===== src/inc/stu_pkg.sv =====
// Shared constants, encodings and rate table of the serial telegram UART.
package stu_pkg;
   localparam int unsigned STU_CLK_HZ = 100_000_000;
   localparam int unsigned STU_TIME_UNIT_MS = 1;
   localparam int unsigned STU_MS_CYCLES = STU_CLK_HZ / 1000 * STU_TIME_UNIT_MS;

   localparam logic [3:0] STU_BAUD_DEFAULT = 4'h5;
   localparam logic [1:0] STU_DBITS_DEFAULT = 2'h3;
   localparam logic STU_STOP_DEFAULT = 1'b0;

   localparam logic [2:0] STU_PAR_NONE = 3'h0;
   localparam logic [2:0] STU_PAR_ODD = 3'h1;
   localparam logic [2:0] STU_PAR_EVEN = 3'h2;
   localparam logic [2:0] STU_PAR_MARK = 3'h3;
   localparam logic [2:0] STU_PAR_SPACE = 3'h4;

   localparam logic [2:0] STU_END_NONE = 3'h0;
   localparam logic [2:0] STU_END_STRING = 3'h1;
   localparam logic [2:0] STU_END_LENGTH = 3'h2;
   localparam logic [2:0] STU_END_DURATION = 3'h3;
   localparam logic [2:0] STU_END_TIMEOUT = 3'h4;

   localparam logic [3:0] STU_CHK_NONE = 4'h0;
   localparam logic [3:0] STU_CHK_CRC8 = 4'h1;
   localparam logic [3:0] STU_CHK_CRC16 = 4'h2;
   localparam logic [3:0] STU_CHK_LRC = 4'h3;
   localparam logic [3:0] STU_CHK_ADD = 4'h4;
   localparam logic [3:0] STU_CHK_LEGACY = 4'h5;
   localparam logic [3:0] STU_CHK_FIELDBUS = 4'h6;
   localparam logic [3:0] STU_CHK_XOR = 4'h7;
   localparam logic [3:0] STU_CHK_CRC16_SWAP = 4'h8;

   localparam logic [7:0] STU_CRC8_POLY = 8'h07;
   localparam logic [7:0] STU_CRC8_INIT = 8'h00;
   localparam logic [7:0] STU_FBP_POLY = 8'h1D;
   localparam logic [7:0] STU_FBP_INIT = 8'hFF;
   localparam logic [15:0] STU_CRC16_POLY = 16'h8005;
   localparam logic [15:0] STU_CRC16_INIT = 16'hFFFF;

   // Clock cycles per bit, rounded to the nearest cycle.
   function automatic logic [19:0] stu_divisor(input logic [3:0] sel);
      int unsigned rate;
      case (sel)
         4'h0: rate = 300;
         4'h1: rate = 1200;
         4'h2: rate = 4800;
         4'h3: rate = 9600;
         4'h4: rate = 14400;
         4'h6: rate = 38400;
         4'h7: rate = 57600;
         4'h8: rate = 115200;
         4'h9: rate = 125000;
         4'hA: rate = 187500;
         default: rate = 19200;
      endcase
      return 20'((STU_CLK_HZ + rate / 2) / rate);
   endfunction
endpackage


===== src/hdl/stu_chk.sv =====
// Running checksum of one telegram with the bytes to append for each checksum type.
`timescale 1ns/1ps
module stu_chk
(
   input wire logic i_mclk,
   input wire logic i_rst,
   input wire logic i_clr,
   input wire logic i_en,
   input wire logic [7:0] i_byte,
   input wire logic [3:0] i_mode,
   output logic [1:0] o_len,
   output logic [7:0] o_first,
   output logic [7:0] o_second
);
   logic [7:0] crc8;
   logic [7:0] crcf;
   logic [15:0] crc16;
   logic [7:0] sum;
   logic [7:0] xsum;
   logic [7:0] lsum;

   function automatic logic [7:0] crc8_step(input logic [7:0] c, input logic [7:0] b, input logic [7:0] poly);
      logic [7:0] r;
      r = c ^ b;
      for (int i = 0; i < 8; i++)
         r = r[7] ? ({r[6:0], 1'b0} ^ poly) : {r[6:0], 1'b0};
      return r;
   endfunction

   function automatic logic [15:0] crc16_step(input logic [15:0] c, input logic [7:0] b);
      logic [15:0] r;
      r = c ^ {b, 8'h00};
      for (int i = 0; i < 8; i++)
         r = r[15] ? ({r[14:0], 1'b0} ^ stu_pkg::STU_CRC16_POLY) : {r[14:0], 1'b0};
      return r;
   endfunction

   // A clear with a byte starts the next telegram with that byte already counted.
   wire [7:0] base_crc8 = i_clr ? stu_pkg::STU_CRC8_INIT : crc8;
   wire [7:0] base_crcf = i_clr ? stu_pkg::STU_FBP_INIT : crcf;
   wire [15:0] base_crc16 = i_clr ? stu_pkg::STU_CRC16_INIT : crc16;
   wire [7:0] base_sum = i_clr ? 8'h00 : sum;
   wire [7:0] base_xsum = i_clr ? 8'h00 : xsum;
   wire [7:0] base_lsum = i_clr ? 8'h00 : lsum;
   wire [8:0] lsum_wide = {1'b0, base_lsum} + {1'b0, i_byte};
   wire [7:0] byte_in = i_en ? i_byte : 8'h00;

   always_ff @(posedge i_mclk or posedge i_rst)
      if (i_rst)
      begin
         crc8 <= stu_pkg::STU_CRC8_INIT;
         crcf <= stu_pkg::STU_FBP_INIT;
         crc16 <= stu_pkg::STU_CRC16_INIT;
         sum <= 8'h00;
         xsum <= 8'h00;
         lsum <= 8'h00;
      end
      else if (i_en | i_clr)
      begin
         crc8 <= i_en ? crc8_step(base_crc8, i_byte, stu_pkg::STU_CRC8_POLY) : base_crc8;
         crcf <= i_en ? crc8_step(base_crcf, i_byte, stu_pkg::STU_FBP_POLY) : base_crcf;
         crc16 <= i_en ? crc16_step(base_crc16, i_byte) : base_crc16;
         sum <= 8'(base_sum + byte_in);
         xsum <= base_xsum ^ byte_in;
         // The legacy sum folds the carry back in, so no overflow is lost.
         lsum <= i_en ? 8'(lsum_wide[7:0] + {7'h00, lsum_wide[8]}) : base_lsum;
      end

   assign o_len = (i_mode == stu_pkg::STU_CHK_NONE || i_mode > stu_pkg::STU_CHK_CRC16_SWAP) ? 2'h0 :
                  (i_mode == stu_pkg::STU_CHK_CRC16 || i_mode == stu_pkg::STU_CHK_CRC16_SWAP) ? 2'h2 : 2'h1;

   always_comb
   begin
      case (i_mode)
         stu_pkg::STU_CHK_CRC8: o_first = crc8;
         stu_pkg::STU_CHK_CRC16: o_first = crc16[15:8];
         stu_pkg::STU_CHK_LRC: o_first = 8'(~sum + 8'h01);
         stu_pkg::STU_CHK_ADD: o_first = sum;
         stu_pkg::STU_CHK_LEGACY: o_first = lsum;
         stu_pkg::STU_CHK_FIELDBUS: o_first = crcf;
         stu_pkg::STU_CHK_XOR: o_first = xsum;
         stu_pkg::STU_CHK_CRC16_SWAP: o_first = crc16[7:0];
         default: o_first = 8'h00;
      endcase
   end

   assign o_second = (i_mode == stu_pkg::STU_CHK_CRC16_SWAP) ? crc16[15:8] : crc16[7:0];

   a_add_wraps: assert property (@(posedge i_mclk) disable iff (i_rst)
      (i_en && !i_clr) |=> sum == 8'($past(sum) + $past(i_byte)))
      else $error("additive sum did not wrap modulo 256");
   a_lrc_negates: assert property (@(posedge i_mclk) disable iff (i_rst)
      i_mode == stu_pkg::STU_CHK_LRC |-> 8'(o_first + sum) == 8'h00)
      else $error("lrc is not the negated sum");
   a_swap_order: assert property (@(posedge i_mclk) disable iff (i_rst)
      i_mode == stu_pkg::STU_CHK_CRC16_SWAP |-> {o_second, o_first} == crc16)
      else $error("swapped crc16 bytes out of order");
endmodule


===== src/hdl/stu_uart.sv =====
// Serial telegram UART: character engine, direction control, telegram ending and silence monitor.
`timescale 1ns/1ps
// Functional notes
// - Parity may be none, odd, even, forced one or forced zero; none by default.
// - Five to eight data bits, shared by both directions; one or two stop bits are sent, and the receiver checks only one.
// - Eleven bit rates from 300 to 187500 bit/s are selectable; 19200 by default.
// - Ending selection none applies no end-of-telegram detection; it is the default.
// - String ending closes on one or two terminator characters held in the ending value.
// - Length ending closes once the configured number of characters has arrived.
// - Duration ending closes after the ending value in milliseconds has elapsed.
// - Timeout ending closes when a gap exceeds the ending value; silence setting must be zero.
// - Additive checksum sums bytes modulo 256; LRC is that sum negated.
// - XOR checksum folds every telegram byte into one byte by exclusive-or.
// - CRC16 is sent high byte first; the swapped variant sends low byte first.
// - Checksum may also be none, plain CRC8, fieldbus CRC8 or legacy bus sum.
// - Direction control raises request-to-send a lead time before sending and holds afterwards.
// - Silence monitor is off at count zero, its time from count, frame and rate.
// - A gap beyond silence time aborts the telegram with an error indication.
module stu_uart #(
   parameter int unsigned MS_CYCLES = stu_pkg::STU_MS_CYCLES
)
(
   input wire logic i_mclk,
   input wire logic i_rst,
   input wire logic [3:0] i_baud_sel,
   input wire logic [2:0] i_parity,
   input wire logic [1:0] i_data_bits,
   input wire logic i_two_stop,
   input wire logic i_handshake,
   input wire logic i_dir_ctrl,
   input wire logic [15:0] i_carrier_lead_time,
   input wire logic [15:0] i_carrier_hold_time,
   input wire logic [2:0] i_end_sel,
   input wire logic [15:0] i_end_value,
   input wire logic i_end_two,
   input wire logic [15:0] i_silence_chars,
   input wire logic [3:0] i_chk_sel,
   input wire logic [7:0] i_tx_data,
   input wire logic i_tx_valid,
   input wire logic i_tx_last,
   output logic o_tx_ready,
   output logic [7:0] o_rx_data,
   output logic o_rx_valid,
   output logic o_rx_err,
   output logic o_tel_end,
   output logic o_tel_abort,
   output logic o_cfg_err,
   input wire logic i_rxd,
   input wire logic i_cts,
   output logic o_txd,
   output logic o_rts
);
   localparam int PW = $clog2(MS_CYCLES + 1);

   if (MS_CYCLES < 2)
   begin : g_bad_ms
      $error("MS_CYCLES must be at least 2");
   end

   typedef enum logic [6:0] {T_IDLE = 7'b0000001, T_LEAD = 7'b0000010, T_START = 7'b0000100,
      T_DATA = 7'b0001000, T_PAR = 7'b0010000, T_STOP = 7'b0100000, T_HOLD = 7'b1000000} stu_tx_t;
   typedef enum logic [4:0] {R_IDLE = 5'b00001, R_START = 5'b00010, R_DATA = 5'b00100,
      R_PAR = 5'b01000, R_STOP = 5'b10000} stu_rx_t;

   stu_tx_t tx_st, next_tx_st;
   stu_rx_t rx_st, next_rx_st;
   logic rxd_m, rxd_s, cts_m, cts_s;
   logic [19:0] tx_cnt, rx_cnt, gap_sub;
   logic [2:0] tx_bit, rx_bit;
   logic [7:0] tx_sh, rx_sh, prev_byte;
   logic tx_par, rx_perr, rts_dir, tel_tx, tel_rx, txd;
   logic [1:0] ck_ph;
   logic [PW-1:0] tx_pre, rx_pre;
   logic [15:0] tx_ms, rx_ms, tel_cnt;
   logic [20:0] gap_bits;
   logic [1:0] ck_len;
   logic [7:0] ck_first, ck_second;

   // Configuration decode shared by both directions.
   wire [19:0] div = stu_pkg::stu_divisor(i_baud_sel);
   wire [2:0] last_bit = 3'(i_data_bits) + 3'h4;
   wire [7:0] dmask = 8'hFF >> (2'h3 - i_data_bits);
   wire par_on = i_parity != stu_pkg::STU_PAR_NONE;

   function automatic logic par_of(input logic [7:0] d, input logic [7:0] m, input logic [2:0] mode);
      logic x;
      x = ^(d & m);
      case (mode)
         stu_pkg::STU_PAR_ODD: return ~x;
         stu_pkg::STU_PAR_EVEN: return x;
         stu_pkg::STU_PAR_MARK: return 1'b1;
         default: return 1'b0;
      endcase
   endfunction

   always_ff @(posedge i_mclk or posedge i_rst)
      if (i_rst)
      begin
         rxd_m <= 1'b1;
         rxd_s <= 1'b1;
         cts_m <= 1'b0;
         cts_s <= 1'b0;
      end
      else
      begin
         rxd_m <= i_rxd;
         rxd_s <= rxd_m;
         cts_m <= i_cts;
         cts_s <= cts_m;
      end

   // Transmit side.
   wire tx_bit_end = tx_cnt == 20'h00000;
   wire have_data = (ck_ph != 2'h0) | i_tx_valid;
   wire cts_ok = !i_handshake | cts_s;
   wire lead_ok = !i_dir_ctrl | rts_dir;
   wire tx_go = (tx_st == T_IDLE) && have_data && cts_ok && lead_ok;
   wire user_take = tx_go && (ck_ph == 2'h0);
   wire [7:0] load_byte = (ck_ph == 2'h0) ? i_tx_data : (ck_ph == 2'h1) ? ck_first : ck_second;
   wire tx_ms_tick = tx_pre == PW'(MS_CYCLES - 1);
   wire tx_ms_done = tx_ms == 16'h0000;
   wire tx_char_end = (tx_st == T_STOP) && tx_bit_end && (tx_bit == 3'h1 || !i_two_stop);
   assign o_tx_ready = (tx_st == T_IDLE) && (ck_ph == 2'h0) && cts_ok && lead_ok;

   always_comb
   begin
      next_tx_st = tx_st;
      case (tx_st)
         T_IDLE:
            if (tx_go)
               next_tx_st = T_START;
            else if (have_data && i_dir_ctrl && !rts_dir)
               next_tx_st = T_LEAD;
            else if (!have_data && i_dir_ctrl && rts_dir)
               next_tx_st = T_HOLD;
         T_LEAD: if (tx_ms_done || !i_dir_ctrl) next_tx_st = T_IDLE;
         T_START: if (tx_bit_end) next_tx_st = T_DATA;
         T_DATA: if (tx_bit_end && tx_bit == last_bit) next_tx_st = par_on ? T_PAR : T_STOP;
         T_PAR: if (tx_bit_end) next_tx_st = T_STOP;
         T_STOP: if (tx_char_end) next_tx_st = T_IDLE;
         T_HOLD: if (have_data || tx_ms_done || !i_dir_ctrl) next_tx_st = T_IDLE;
         default: next_tx_st = T_IDLE;
      endcase
   end

   wire tx_ms_load = (tx_st == T_IDLE) && (next_tx_st == T_LEAD || next_tx_st == T_HOLD);
   wire [15:0] next_tx_ms = tx_ms_load ? ((next_tx_st == T_LEAD) ? i_carrier_lead_time : i_carrier_hold_time) :
                            (tx_ms_tick && !tx_ms_done) ? 16'(tx_ms - 16'h0001) : tx_ms;
   wire [PW-1:0] next_tx_pre = (tx_ms_load || tx_ms_tick) ? '0 : PW'(tx_pre + 1'b1);
   wire next_rts_dir = i_dir_ctrl && (tx_st == T_LEAD || !(tx_st == T_HOLD && tx_ms_done && !have_data) && rts_dir);
   wire [19:0] next_tx_cnt = (tx_go || tx_bit_end) ? 20'(div - 20'h00001) : 20'(tx_cnt - 20'h00001);
   wire tx_step = tx_bit_end && ((tx_st == T_DATA && tx_bit != last_bit) || tx_st == T_STOP);
   wire [2:0] next_tx_bit = tx_step ? 3'(tx_bit + 3'h1) : (tx_bit_end || tx_go) ? 3'h0 : tx_bit;
   wire [7:0] next_tx_sh = tx_go ? load_byte : (tx_st == T_DATA && tx_bit_end) ? {1'b0, tx_sh[7:1]} : tx_sh;
   wire next_tx_par = tx_go ? par_of(load_byte, dmask, i_parity) : tx_par;
   wire next_txd = (next_tx_st == T_START) ? 1'b0 : (next_tx_st == T_DATA) ? next_tx_sh[0] :
                   (next_tx_st == T_PAR) ? next_tx_par : 1'b1;
   wire [1:0] next_ck_ph = !tx_go ? ck_ph : (ck_ph == 2'h0) ? ((i_tx_last && ck_len != 2'h0) ? 2'h1 : 2'h0) :
                           (ck_ph == 2'h1 && ck_len == 2'h2) ? 2'h2 : 2'h0;
   wire next_tel_tx = tx_go ? (next_ck_ph != 2'h0 || (user_take && !i_tx_last)) : tel_tx;

   always_ff @(posedge i_mclk or posedge i_rst)
      if (i_rst)
      begin
         tx_st <= T_IDLE;
         tx_cnt <= 20'h00000;
         tx_bit <= 3'h0;
         tx_sh <= 8'h00;
         tx_par <= 1'b0;
         txd <= 1'b1;
      end
      else
      begin
         tx_st <= next_tx_st;
         tx_cnt <= next_tx_cnt;
         tx_bit <= next_tx_bit;
         tx_sh <= next_tx_sh;
         tx_par <= next_tx_par;
         txd <= next_txd;
      end

   always_ff @(posedge i_mclk or posedge i_rst)
      if (i_rst)
      begin
         tx_ms <= 16'h0000;
         tx_pre <= '0;
         rts_dir <= 1'b0;
         ck_ph <= 2'h0;
         tel_tx <= 1'b0;
      end
      else
      begin
         tx_ms <= next_tx_ms;
         tx_pre <= next_tx_pre;
         rts_dir <= next_rts_dir;
         ck_ph <= next_ck_ph;
         tel_tx <= next_tel_tx;
      end

   assign o_txd = txd;
   // Without direction control the pin is high while handshake is on, telling the partner that this end can receive.
   assign o_rts = i_dir_ctrl ? rts_dir : i_handshake;

   stu_chk u_chk
   (
      .i_mclk(i_mclk),
      .i_rst(i_rst),
      .i_clr(user_take && !tel_tx),
      .i_en(user_take),
      .i_byte(i_tx_data),
      .i_mode(i_chk_sel),
      .o_len(ck_len),
      .o_first(ck_first),
      .o_second(ck_second)
   );

   // Receive side; sampling falls in mid-bit after a half-bit start check.
   wire rx_bit_end = rx_cnt == 20'h00000;
   wire [7:0] rx_byte = rx_sh >> (2'h3 - i_data_bits);
   wire char_done = (rx_st == R_STOP) && rx_bit_end;

   always_comb
   begin
      next_rx_st = rx_st;
      case (rx_st)
         R_IDLE: if (!rxd_s) next_rx_st = R_START;
         R_START: if (rx_bit_end) next_rx_st = rxd_s ? R_IDLE : R_DATA;
         R_DATA: if (rx_bit_end && rx_bit == last_bit) next_rx_st = par_on ? R_PAR : R_STOP;
         R_PAR: if (rx_bit_end) next_rx_st = R_STOP;
         R_STOP: if (rx_bit_end) next_rx_st = R_IDLE;
         default: next_rx_st = R_IDLE;
      endcase
   end

   wire [19:0] next_rx_cnt = (rx_st == R_IDLE) ? (div >> 1) : rx_bit_end ? 20'(div - 20'h00001) :
                             20'(rx_cnt - 20'h00001);
   wire [2:0] next_rx_bit = (rx_st != R_DATA) ? 3'h0 : rx_bit_end ? 3'(rx_bit + 3'h1) : rx_bit;
   wire [7:0] next_rx_sh = (rx_st == R_DATA && rx_bit_end) ? {rxd_s, rx_sh[7:1]} : rx_sh;
   wire next_rx_perr = (rx_st == R_START) ? 1'b0 :
                       (rx_st == R_PAR && rx_bit_end) ? (rxd_s != par_of(rx_byte, dmask, i_parity)) : rx_perr;

   // Telegram ending.
   wire str_hit = i_end_two ? ({prev_byte, rx_byte} == i_end_value) : (rx_byte == i_end_value[7:0]);
   wire len_hit = 16'(tel_cnt + 16'h0001) == i_end_value;
   wire end_char = char_done && ((i_end_sel == stu_pkg::STU_END_STRING && str_hit) ||
                   (i_end_sel == stu_pkg::STU_END_LENGTH && len_hit));
   wire dur_hit = tel_rx && i_end_sel == stu_pkg::STU_END_DURATION && rx_ms >= i_end_value;
   wire tmo_hit = tel_rx && i_end_sel == stu_pkg::STU_END_TIMEOUT && rx_ms > i_end_value;
   wire end_now = end_char | dur_hit | tmo_hit;
   assign o_cfg_err = (i_end_sel == stu_pkg::STU_END_TIMEOUT) && (i_silence_chars != 16'h0000);
   wire sil_on = (i_silence_chars != 16'h0000) && (i_end_sel != stu_pkg::STU_END_TIMEOUT);
   wire [4:0] frame = 5'(last_bit) + 5'h3 + 5'(par_on) + 5'(i_two_stop);
   wire [20:0] sil_limit = 21'(i_silence_chars * frame);
   wire sil_hit = tel_rx && sil_on && gap_bits > sil_limit && !end_now;
   wire next_tel_rx = (end_now || sil_hit) ? 1'b0 : char_done ? 1'b1 : tel_rx;
   wire [15:0] next_tel_cnt = !next_tel_rx ? 16'h0000 : char_done ? 16'(tel_cnt + 16'h0001) : tel_cnt;
   wire rx_restart = char_done && (i_end_sel == stu_pkg::STU_END_TIMEOUT || !tel_rx);
   wire rx_ms_tick = rx_pre == PW'(MS_CYCLES - 1);
   wire [PW-1:0] next_rx_pre = (rx_restart || rx_ms_tick) ? '0 : PW'(rx_pre + 1'b1);
   wire [15:0] next_rx_ms = rx_restart ? 16'h0000 : (rx_ms_tick && rx_ms != 16'hFFFF) ? 16'(rx_ms + 16'h0001) : rx_ms;
   wire gap_tick = gap_sub == 20'(div - 20'h00001);
   wire [19:0] next_gap_sub = (rx_st != R_IDLE || gap_tick) ? 20'h00000 : 20'(gap_sub + 20'h00001);
   wire [20:0] next_gap_bits = (rx_st != R_IDLE) ? 21'h000000 :
                               (gap_tick && gap_bits != 21'h1FFFFF) ? 21'(gap_bits + 21'h000001) : gap_bits;

   always_ff @(posedge i_mclk or posedge i_rst)
      if (i_rst)
      begin
         rx_st <= R_IDLE;
         rx_cnt <= 20'h00000;
         rx_bit <= 3'h0;
         rx_sh <= 8'h00;
         rx_perr <= 1'b0;
         prev_byte <= 8'h00;
         o_rx_data <= 8'h00;
         o_rx_valid <= 1'b0;
         o_rx_err <= 1'b0;
      end
      else
      begin
         rx_st <= next_rx_st;
         rx_cnt <= next_rx_cnt;
         rx_bit <= next_rx_bit;
         rx_sh <= next_rx_sh;
         rx_perr <= next_rx_perr;
         prev_byte <= char_done ? rx_byte : prev_byte;
         o_rx_data <= char_done ? rx_byte : o_rx_data;
         o_rx_valid <= char_done;
         o_rx_err <= char_done && (!rxd_s || rx_perr);
      end

   always_ff @(posedge i_mclk or posedge i_rst)
      if (i_rst)
      begin
         tel_rx <= 1'b0;
         tel_cnt <= 16'h0000;
         rx_pre <= '0;
         rx_ms <= 16'h0000;
         gap_sub <= 20'h00000;
         gap_bits <= 21'h000000;
         o_tel_end <= 1'b0;
         o_tel_abort <= 1'b0;
      end
      else
      begin
         tel_rx <= next_tel_rx;
         tel_cnt <= next_tel_cnt;
         rx_pre <= next_rx_pre;
         rx_ms <= next_rx_ms;
         gap_sub <= next_gap_sub;
         gap_bits <= next_gap_bits;
         o_tel_end <= end_now;
         o_tel_abort <= sil_hit;
      end

   a_cts_gate: assert property (@(posedge i_mclk) disable iff (i_rst)
      (tx_st == T_IDLE && next_tx_st == T_START) |-> (!i_handshake || cts_s))
      else $error("character started without clear-to-send");
   a_rts_during: assert property (@(posedge i_mclk) disable iff (i_rst)
      (i_dir_ctrl && $past(i_dir_ctrl) && (tx_st == T_START || tx_st == T_DATA)) |-> o_rts)
      else $error("sending with request-to-send low");
   a_forced_par: assert property (@(posedge i_mclk) disable iff (i_rst)
      (tx_st == T_PAR && $past(tx_st) == T_PAR && $stable(i_parity) && i_parity == stu_pkg::STU_PAR_MARK) |-> o_txd)
      else $error("mark parity bit not one");
   a_stop_high: assert property (@(posedge i_mclk) disable iff (i_rst)
      (tx_st == T_STOP && $past(tx_st) == T_STOP) |-> o_txd)
      else $error("stop bit not high");
   a_none_noend: assert property (@(posedge i_mclk) disable iff (i_rst)
      o_tel_end |-> $past(i_end_sel) != stu_pkg::STU_END_NONE)
      else $error("telegram ended with ending none");
   a_silence_off: assert property (@(posedge i_mclk) disable iff (i_rst)
      (i_silence_chars == 16'h0000) |=> !o_tel_abort)
      else $error("silence abort with monitor disabled");
endmodule


===== config.mk =====
export PLATFORM = sky130hd
export DESIGN_NAME = stu_uart
export DESIGN_NICKNAME = d
export VERILOG_FILES = /design/src/inc/stu_pkg.sv /design/src/hdl/stu_chk.sv /design/src/hdl/stu_uart.sv
export SDC_FILE = /design/constraint.sdc
export NUM_CORES = 1
export LEC_CHECK = 0
export ABC_AREA = 1
export BUFFER_PORTS_ARGS = -buffer_cell sky130_fd_sc_hd__buf_2
export CAP_MARGIN = 30
export CORE_AREA = 3 3 329 331
export CTS_CLUSTER_SIZE = 30
export DETAILED_ROUTE_END_ITERATION = 8
export DIE_AREA = 0 0 332 334
export PLACE_DENSITY = 0.56
export SETUP_SLACK_MARGIN = 0.1
export SYNTH_ARGS = -nofsm -noshare
export SYNTH_HDL_FRONTEND = slang
export SYNTH_SLANG_ARGS = --single-unit

===== constraint.sdc =====
create_clock -name i_mclk -period 11.05 [get_ports i_mclk]
set_clock_uncertainty 0.05 [all_clocks]
set_input_delay 1.105 -clock i_mclk [delete_from_list [all_inputs] [get_ports i_mclk]]
set_output_delay 1.105 -clock i_mclk [all_outputs]
set_load 0.01 [all_outputs]

==> load_flow_metrics.sql <==
INSERT INTO impl_metrics (metric_group, metric, value, unit) VALUES
('logic_synthesis', 'ys_seq_elements', '277', ''),
('setup_path', 'crit_path_max_fanout', '8', ''),
('grt', 'number_of_global_route_vias_before_repair', '45900', ''),
('grt', 'globalRoute.totalOverflow', '0', ''),
('clock_network', 'cts_root_buf', 'clkbuf_16', ''),
('logic_synthesis', 'netlist-cell-type-count', '91', ''),
('setup_path', 'r2r-end', 'u_chk.crc16[15]', ''),
('setup_path', 'crit_required', '11.49', 'ns'),
('route', 'detail_route.wl_per_cell', '14.5', 'um'),
('clock_network', 'path_clk_slew', '0.07', 'ns'),
('timing', 'final_max_slew_viol_count', '0', ''),
('setup_path', 'rrSetupSlack', '4.80', 'ns'),
('placed_design', 'buffer_ports.inserted', '113', ''),
('die', 'die_h', '334', 'um'),
('finish', 'layoutNonFillerInstCount', '9584', ''),
('grt', 'grt_max_degree', '167', ''),
('setup_path', 'slowest_delay', '0.38', 'ns'),
('route', 'detail_route.drc_violations', '0', ''),
('setup_path', 'crit_path_start_kind', 'input pin', ''),
('grt', 'antenna_found_initial', '0', ''),
('logic_synthesis', 'ys_top_cells_by_count', 'nand2_1, inv_1, nor2_1', ''),
('logic_synthesis', 'synthArstFlopShare', '1.00', ''),
('flow_run', 'timing.max_cap.violations', '0', ''),
('grt', 'grt_first_pass_wirelength', '221000', 'um'),
('route', 'avg_vias_per_cell', '4.97', ''),
('setup_path', 'cp_slowest_cell', 'o41ai_4', ''),
('route', 'routed_wirelength', '139000', 'um'),
('finish', 'final_antenna_diode_count', '0', ''),
('logic_synthesis', 'dominant_cell_type_by_area_after_synthesis', 'dfrtp_1', ''),
('logic_synthesis', 'synthMuxAreaShare', '0.00101', ''),
('timing', 'setup_viol_count_final', '81', ''),
('timing', 'layout_setup_ws', '-53.81', 'ns'),
('grt', 'groute.usage.overall', '0.235', ''),
('route', 'antenna_violating_nets_post_route', '0', ''),
('timing', 'unrepaired_setup_endpoints_after_global_routing', 'true', ''),
('finish', 'syn_to_final_growth', '47.3', '%'),
('setup_path', 'worst_setup_path_endpoint', 'gap_sub[3]', ''),
('clock_network', 'buffer_depth_of_the_longest_clock_path', '3', ''),
('clock_network', 'htree_num_levels', '1', ''),
('die', 'die_width', '332', 'um'),
('route', 'firstDrtPassIters', '6', ''),
('placed_design', 'dp_cells', '9131', ''),
('setup_path', 'data_arrival_time_of_the_critical_path', '65.30', 'ns'),
('setup_path', 'worst_r2r_path_depth', '20', ''),
('setup_path', 'critical_path_class', 'input pin to flip-flop', ''),
('clock_network', 'cts_tree', 'built', ''),
('min_path', 'timing.hold.worst.class', 'flip-flop to flip-flop', ''),
('logic_synthesis', 'post_synth_and_or_nand_nor_area_fraction', '0.315', ''),
('setup_path', 'path_delay_family', 'compound AO/OA/AOI/OAI gates', ''),
('die', 'core', '105000', 'um2'),
('run_status', 'outcome', 'finished with violations', ''),
('die', 'fp.dieArea', '111000', 'um2'),
('logic_synthesis', 'synthesized_area_fraction_occupied_by_adder_cells', '0.157', ''),
('placed_design', 'routability_congestion_estimate', '0.931', ''),
('setup_path', 'worstPathBufferInverterCount', '151', ''),
('timing', 'max-slew-margin-rel', '0.289', ''),
('timing', 'finalHoldWorstSlack', '0.274', 'ns'),
('logic_synthesis', 'synthesis.area_per_instance', '6.64', 'um2'),
('die', 'rows', '119', ''),
('finish', 'final-seq-area', '6970', 'um2'),
('route', 'dr.first_iter.drc_count', '2369', ''),
('die', 'ios', '114', ''),
('finish', 'multiInputGateArea', '33700', 'um2'),
('route', 'vias_after_detailed_routing', '47600', ''),
('logic_synthesis', 'synth_top_family_by_area', 'simple AND/OR/NAND/NOR gates', ''),
('timing', 'final_hold_viol_count', '0', ''),
('setup_path', 'critical_path.most_common_cell', 'nand2_2', ''),
('logic_synthesis', 'synth_compound_gate_area_share', '0.149', ''),
('logic_synthesis', 'synth_ff_type', 'dfrtp_1', ''),
('timing', 'fin_crit_sh', '5.87', ''),
('run_status', 'failed_checks', 'negative setup slack', '');
[flip-flops by register name, summed over array words and instances (netlist names), 2 cells and up]
register / count
gap_bits: 21
gap_sub: 20
rx_cnt: 20
tx_cnt: 20
rx_pre: 17
tx_pre: 17
rx_ms: 16
tel_cnt: 16
tx_ms: 16
u_chk.crc16: 16
prev_byte: 8
rx_sh: 8
tx_sh: 8
u_chk.crc8: 8
u_chk.crcf: 8
u_chk.lsum: 8
u_chk.sum: 8
u_chk.xsum: 8
tx_st: 7
rx_st: 5
rx_bit: 3
tx_bit: 3
ck_ph: 2
[logic make-up after synthesis]
logic type | Yosys count
and+or+nand+nor | 2833
buffers and inverters | 1141
AOI/OAI and AO/OA | 1082
adders and majority gates | 509
xor gates and xnor gates | 480
DFF | 277
muxes | 4
other | 2
[routing by layer]
metal / vias to the layer above / track usage / part of all wire
met5: - / 0 / 0
met4: 0 / 0.0584 / 0.028
met1: 22200 / 0.288 / 0.43
met3: 249 / 0.0125 / 0.026
met2: 794 / 0.447 / 0.51
li1: 24400 / - / -
[placed cells by master (no fill, tap or decap), types with 26 or more instances in the layout]
cell type     n
o21ai_2      48
xor2_1      331
nand3_2      63
o211ai_1     34
dfstp_2      29
xnor2_1     143
nand2_1    1210
nand4_1     102
inv_1       896
nor2_4       48
o21ai_1      65
o21bai_1     36
o21ai_0     348
clkbuf_16    29
nor2_2       33
a21oi_4      26
ha_1        418
a21oi_1     189
nor2_1      522
nor4_1       49
buf_2       112
a21oi_2     101
inv_2        70
nand2_2     189
ha_4         58
nand2_4      65
buf_4      1775
dfrtp_1     248
nor3_1       92
fa_1         31
or2_2        52
nand3_1     299
[how the worst min path moves through the flow]
stage / slack [ns] / to / from / cells after the start
5_1_grt: 0.28 / cts_s / cts_m / 0
3_3_place_gp: 0.30 / rxd_s / rxd_m / 0
6_report: 0.27 / cts_s / cts_m / 0
3_5_place_dp: 0.30 / rxd_s / rxd_m / 0
2_1_floorplan: 0.28 / cts_s / cts_m / 0
4_1_cts: 0.28 / cts_s / cts_m / 0
[stage by stage]
step                setup TNS [ns]  utilization  setup WS, ns
global route              -4506.88        0.587        -58.91
detailed placement        -4280.21        0.525        -55.93
CTS                       -4042.66        0.558        -52.92
floorplan                 -4536.51            -        -59.33
global placement          -4140.14        0.525        -54.13
finish                    -4116.56        0.587        -53.81
[layout make-up]
type | instances | share of cell area
clock buffers | 39 | 0.0130
clock inverters | 12 | 0.00231
inverters | 1010 | 0.0639
multi-input cells | 4921 | 0.545
flip-flops and latches | 277 | 0.113
well taps | 1391 | 0.0281
repair buffers | 1931 | 0.235
repair inverters | 3 | 0.000344
[what timing repair did]
action | 4_1_cts | 5_1_grt
cloned | 6 | 3
pin swaps | 142 | 346
endpoints found under the setup margin | 81 | 81
setup buffers | 260 | 136
hold buffers | 0 | 0
resized for setup | 109 | 495
Power is not shown: default switching activity piles up to over one toggle a cycle in this logic, so the estimate is an artifact.
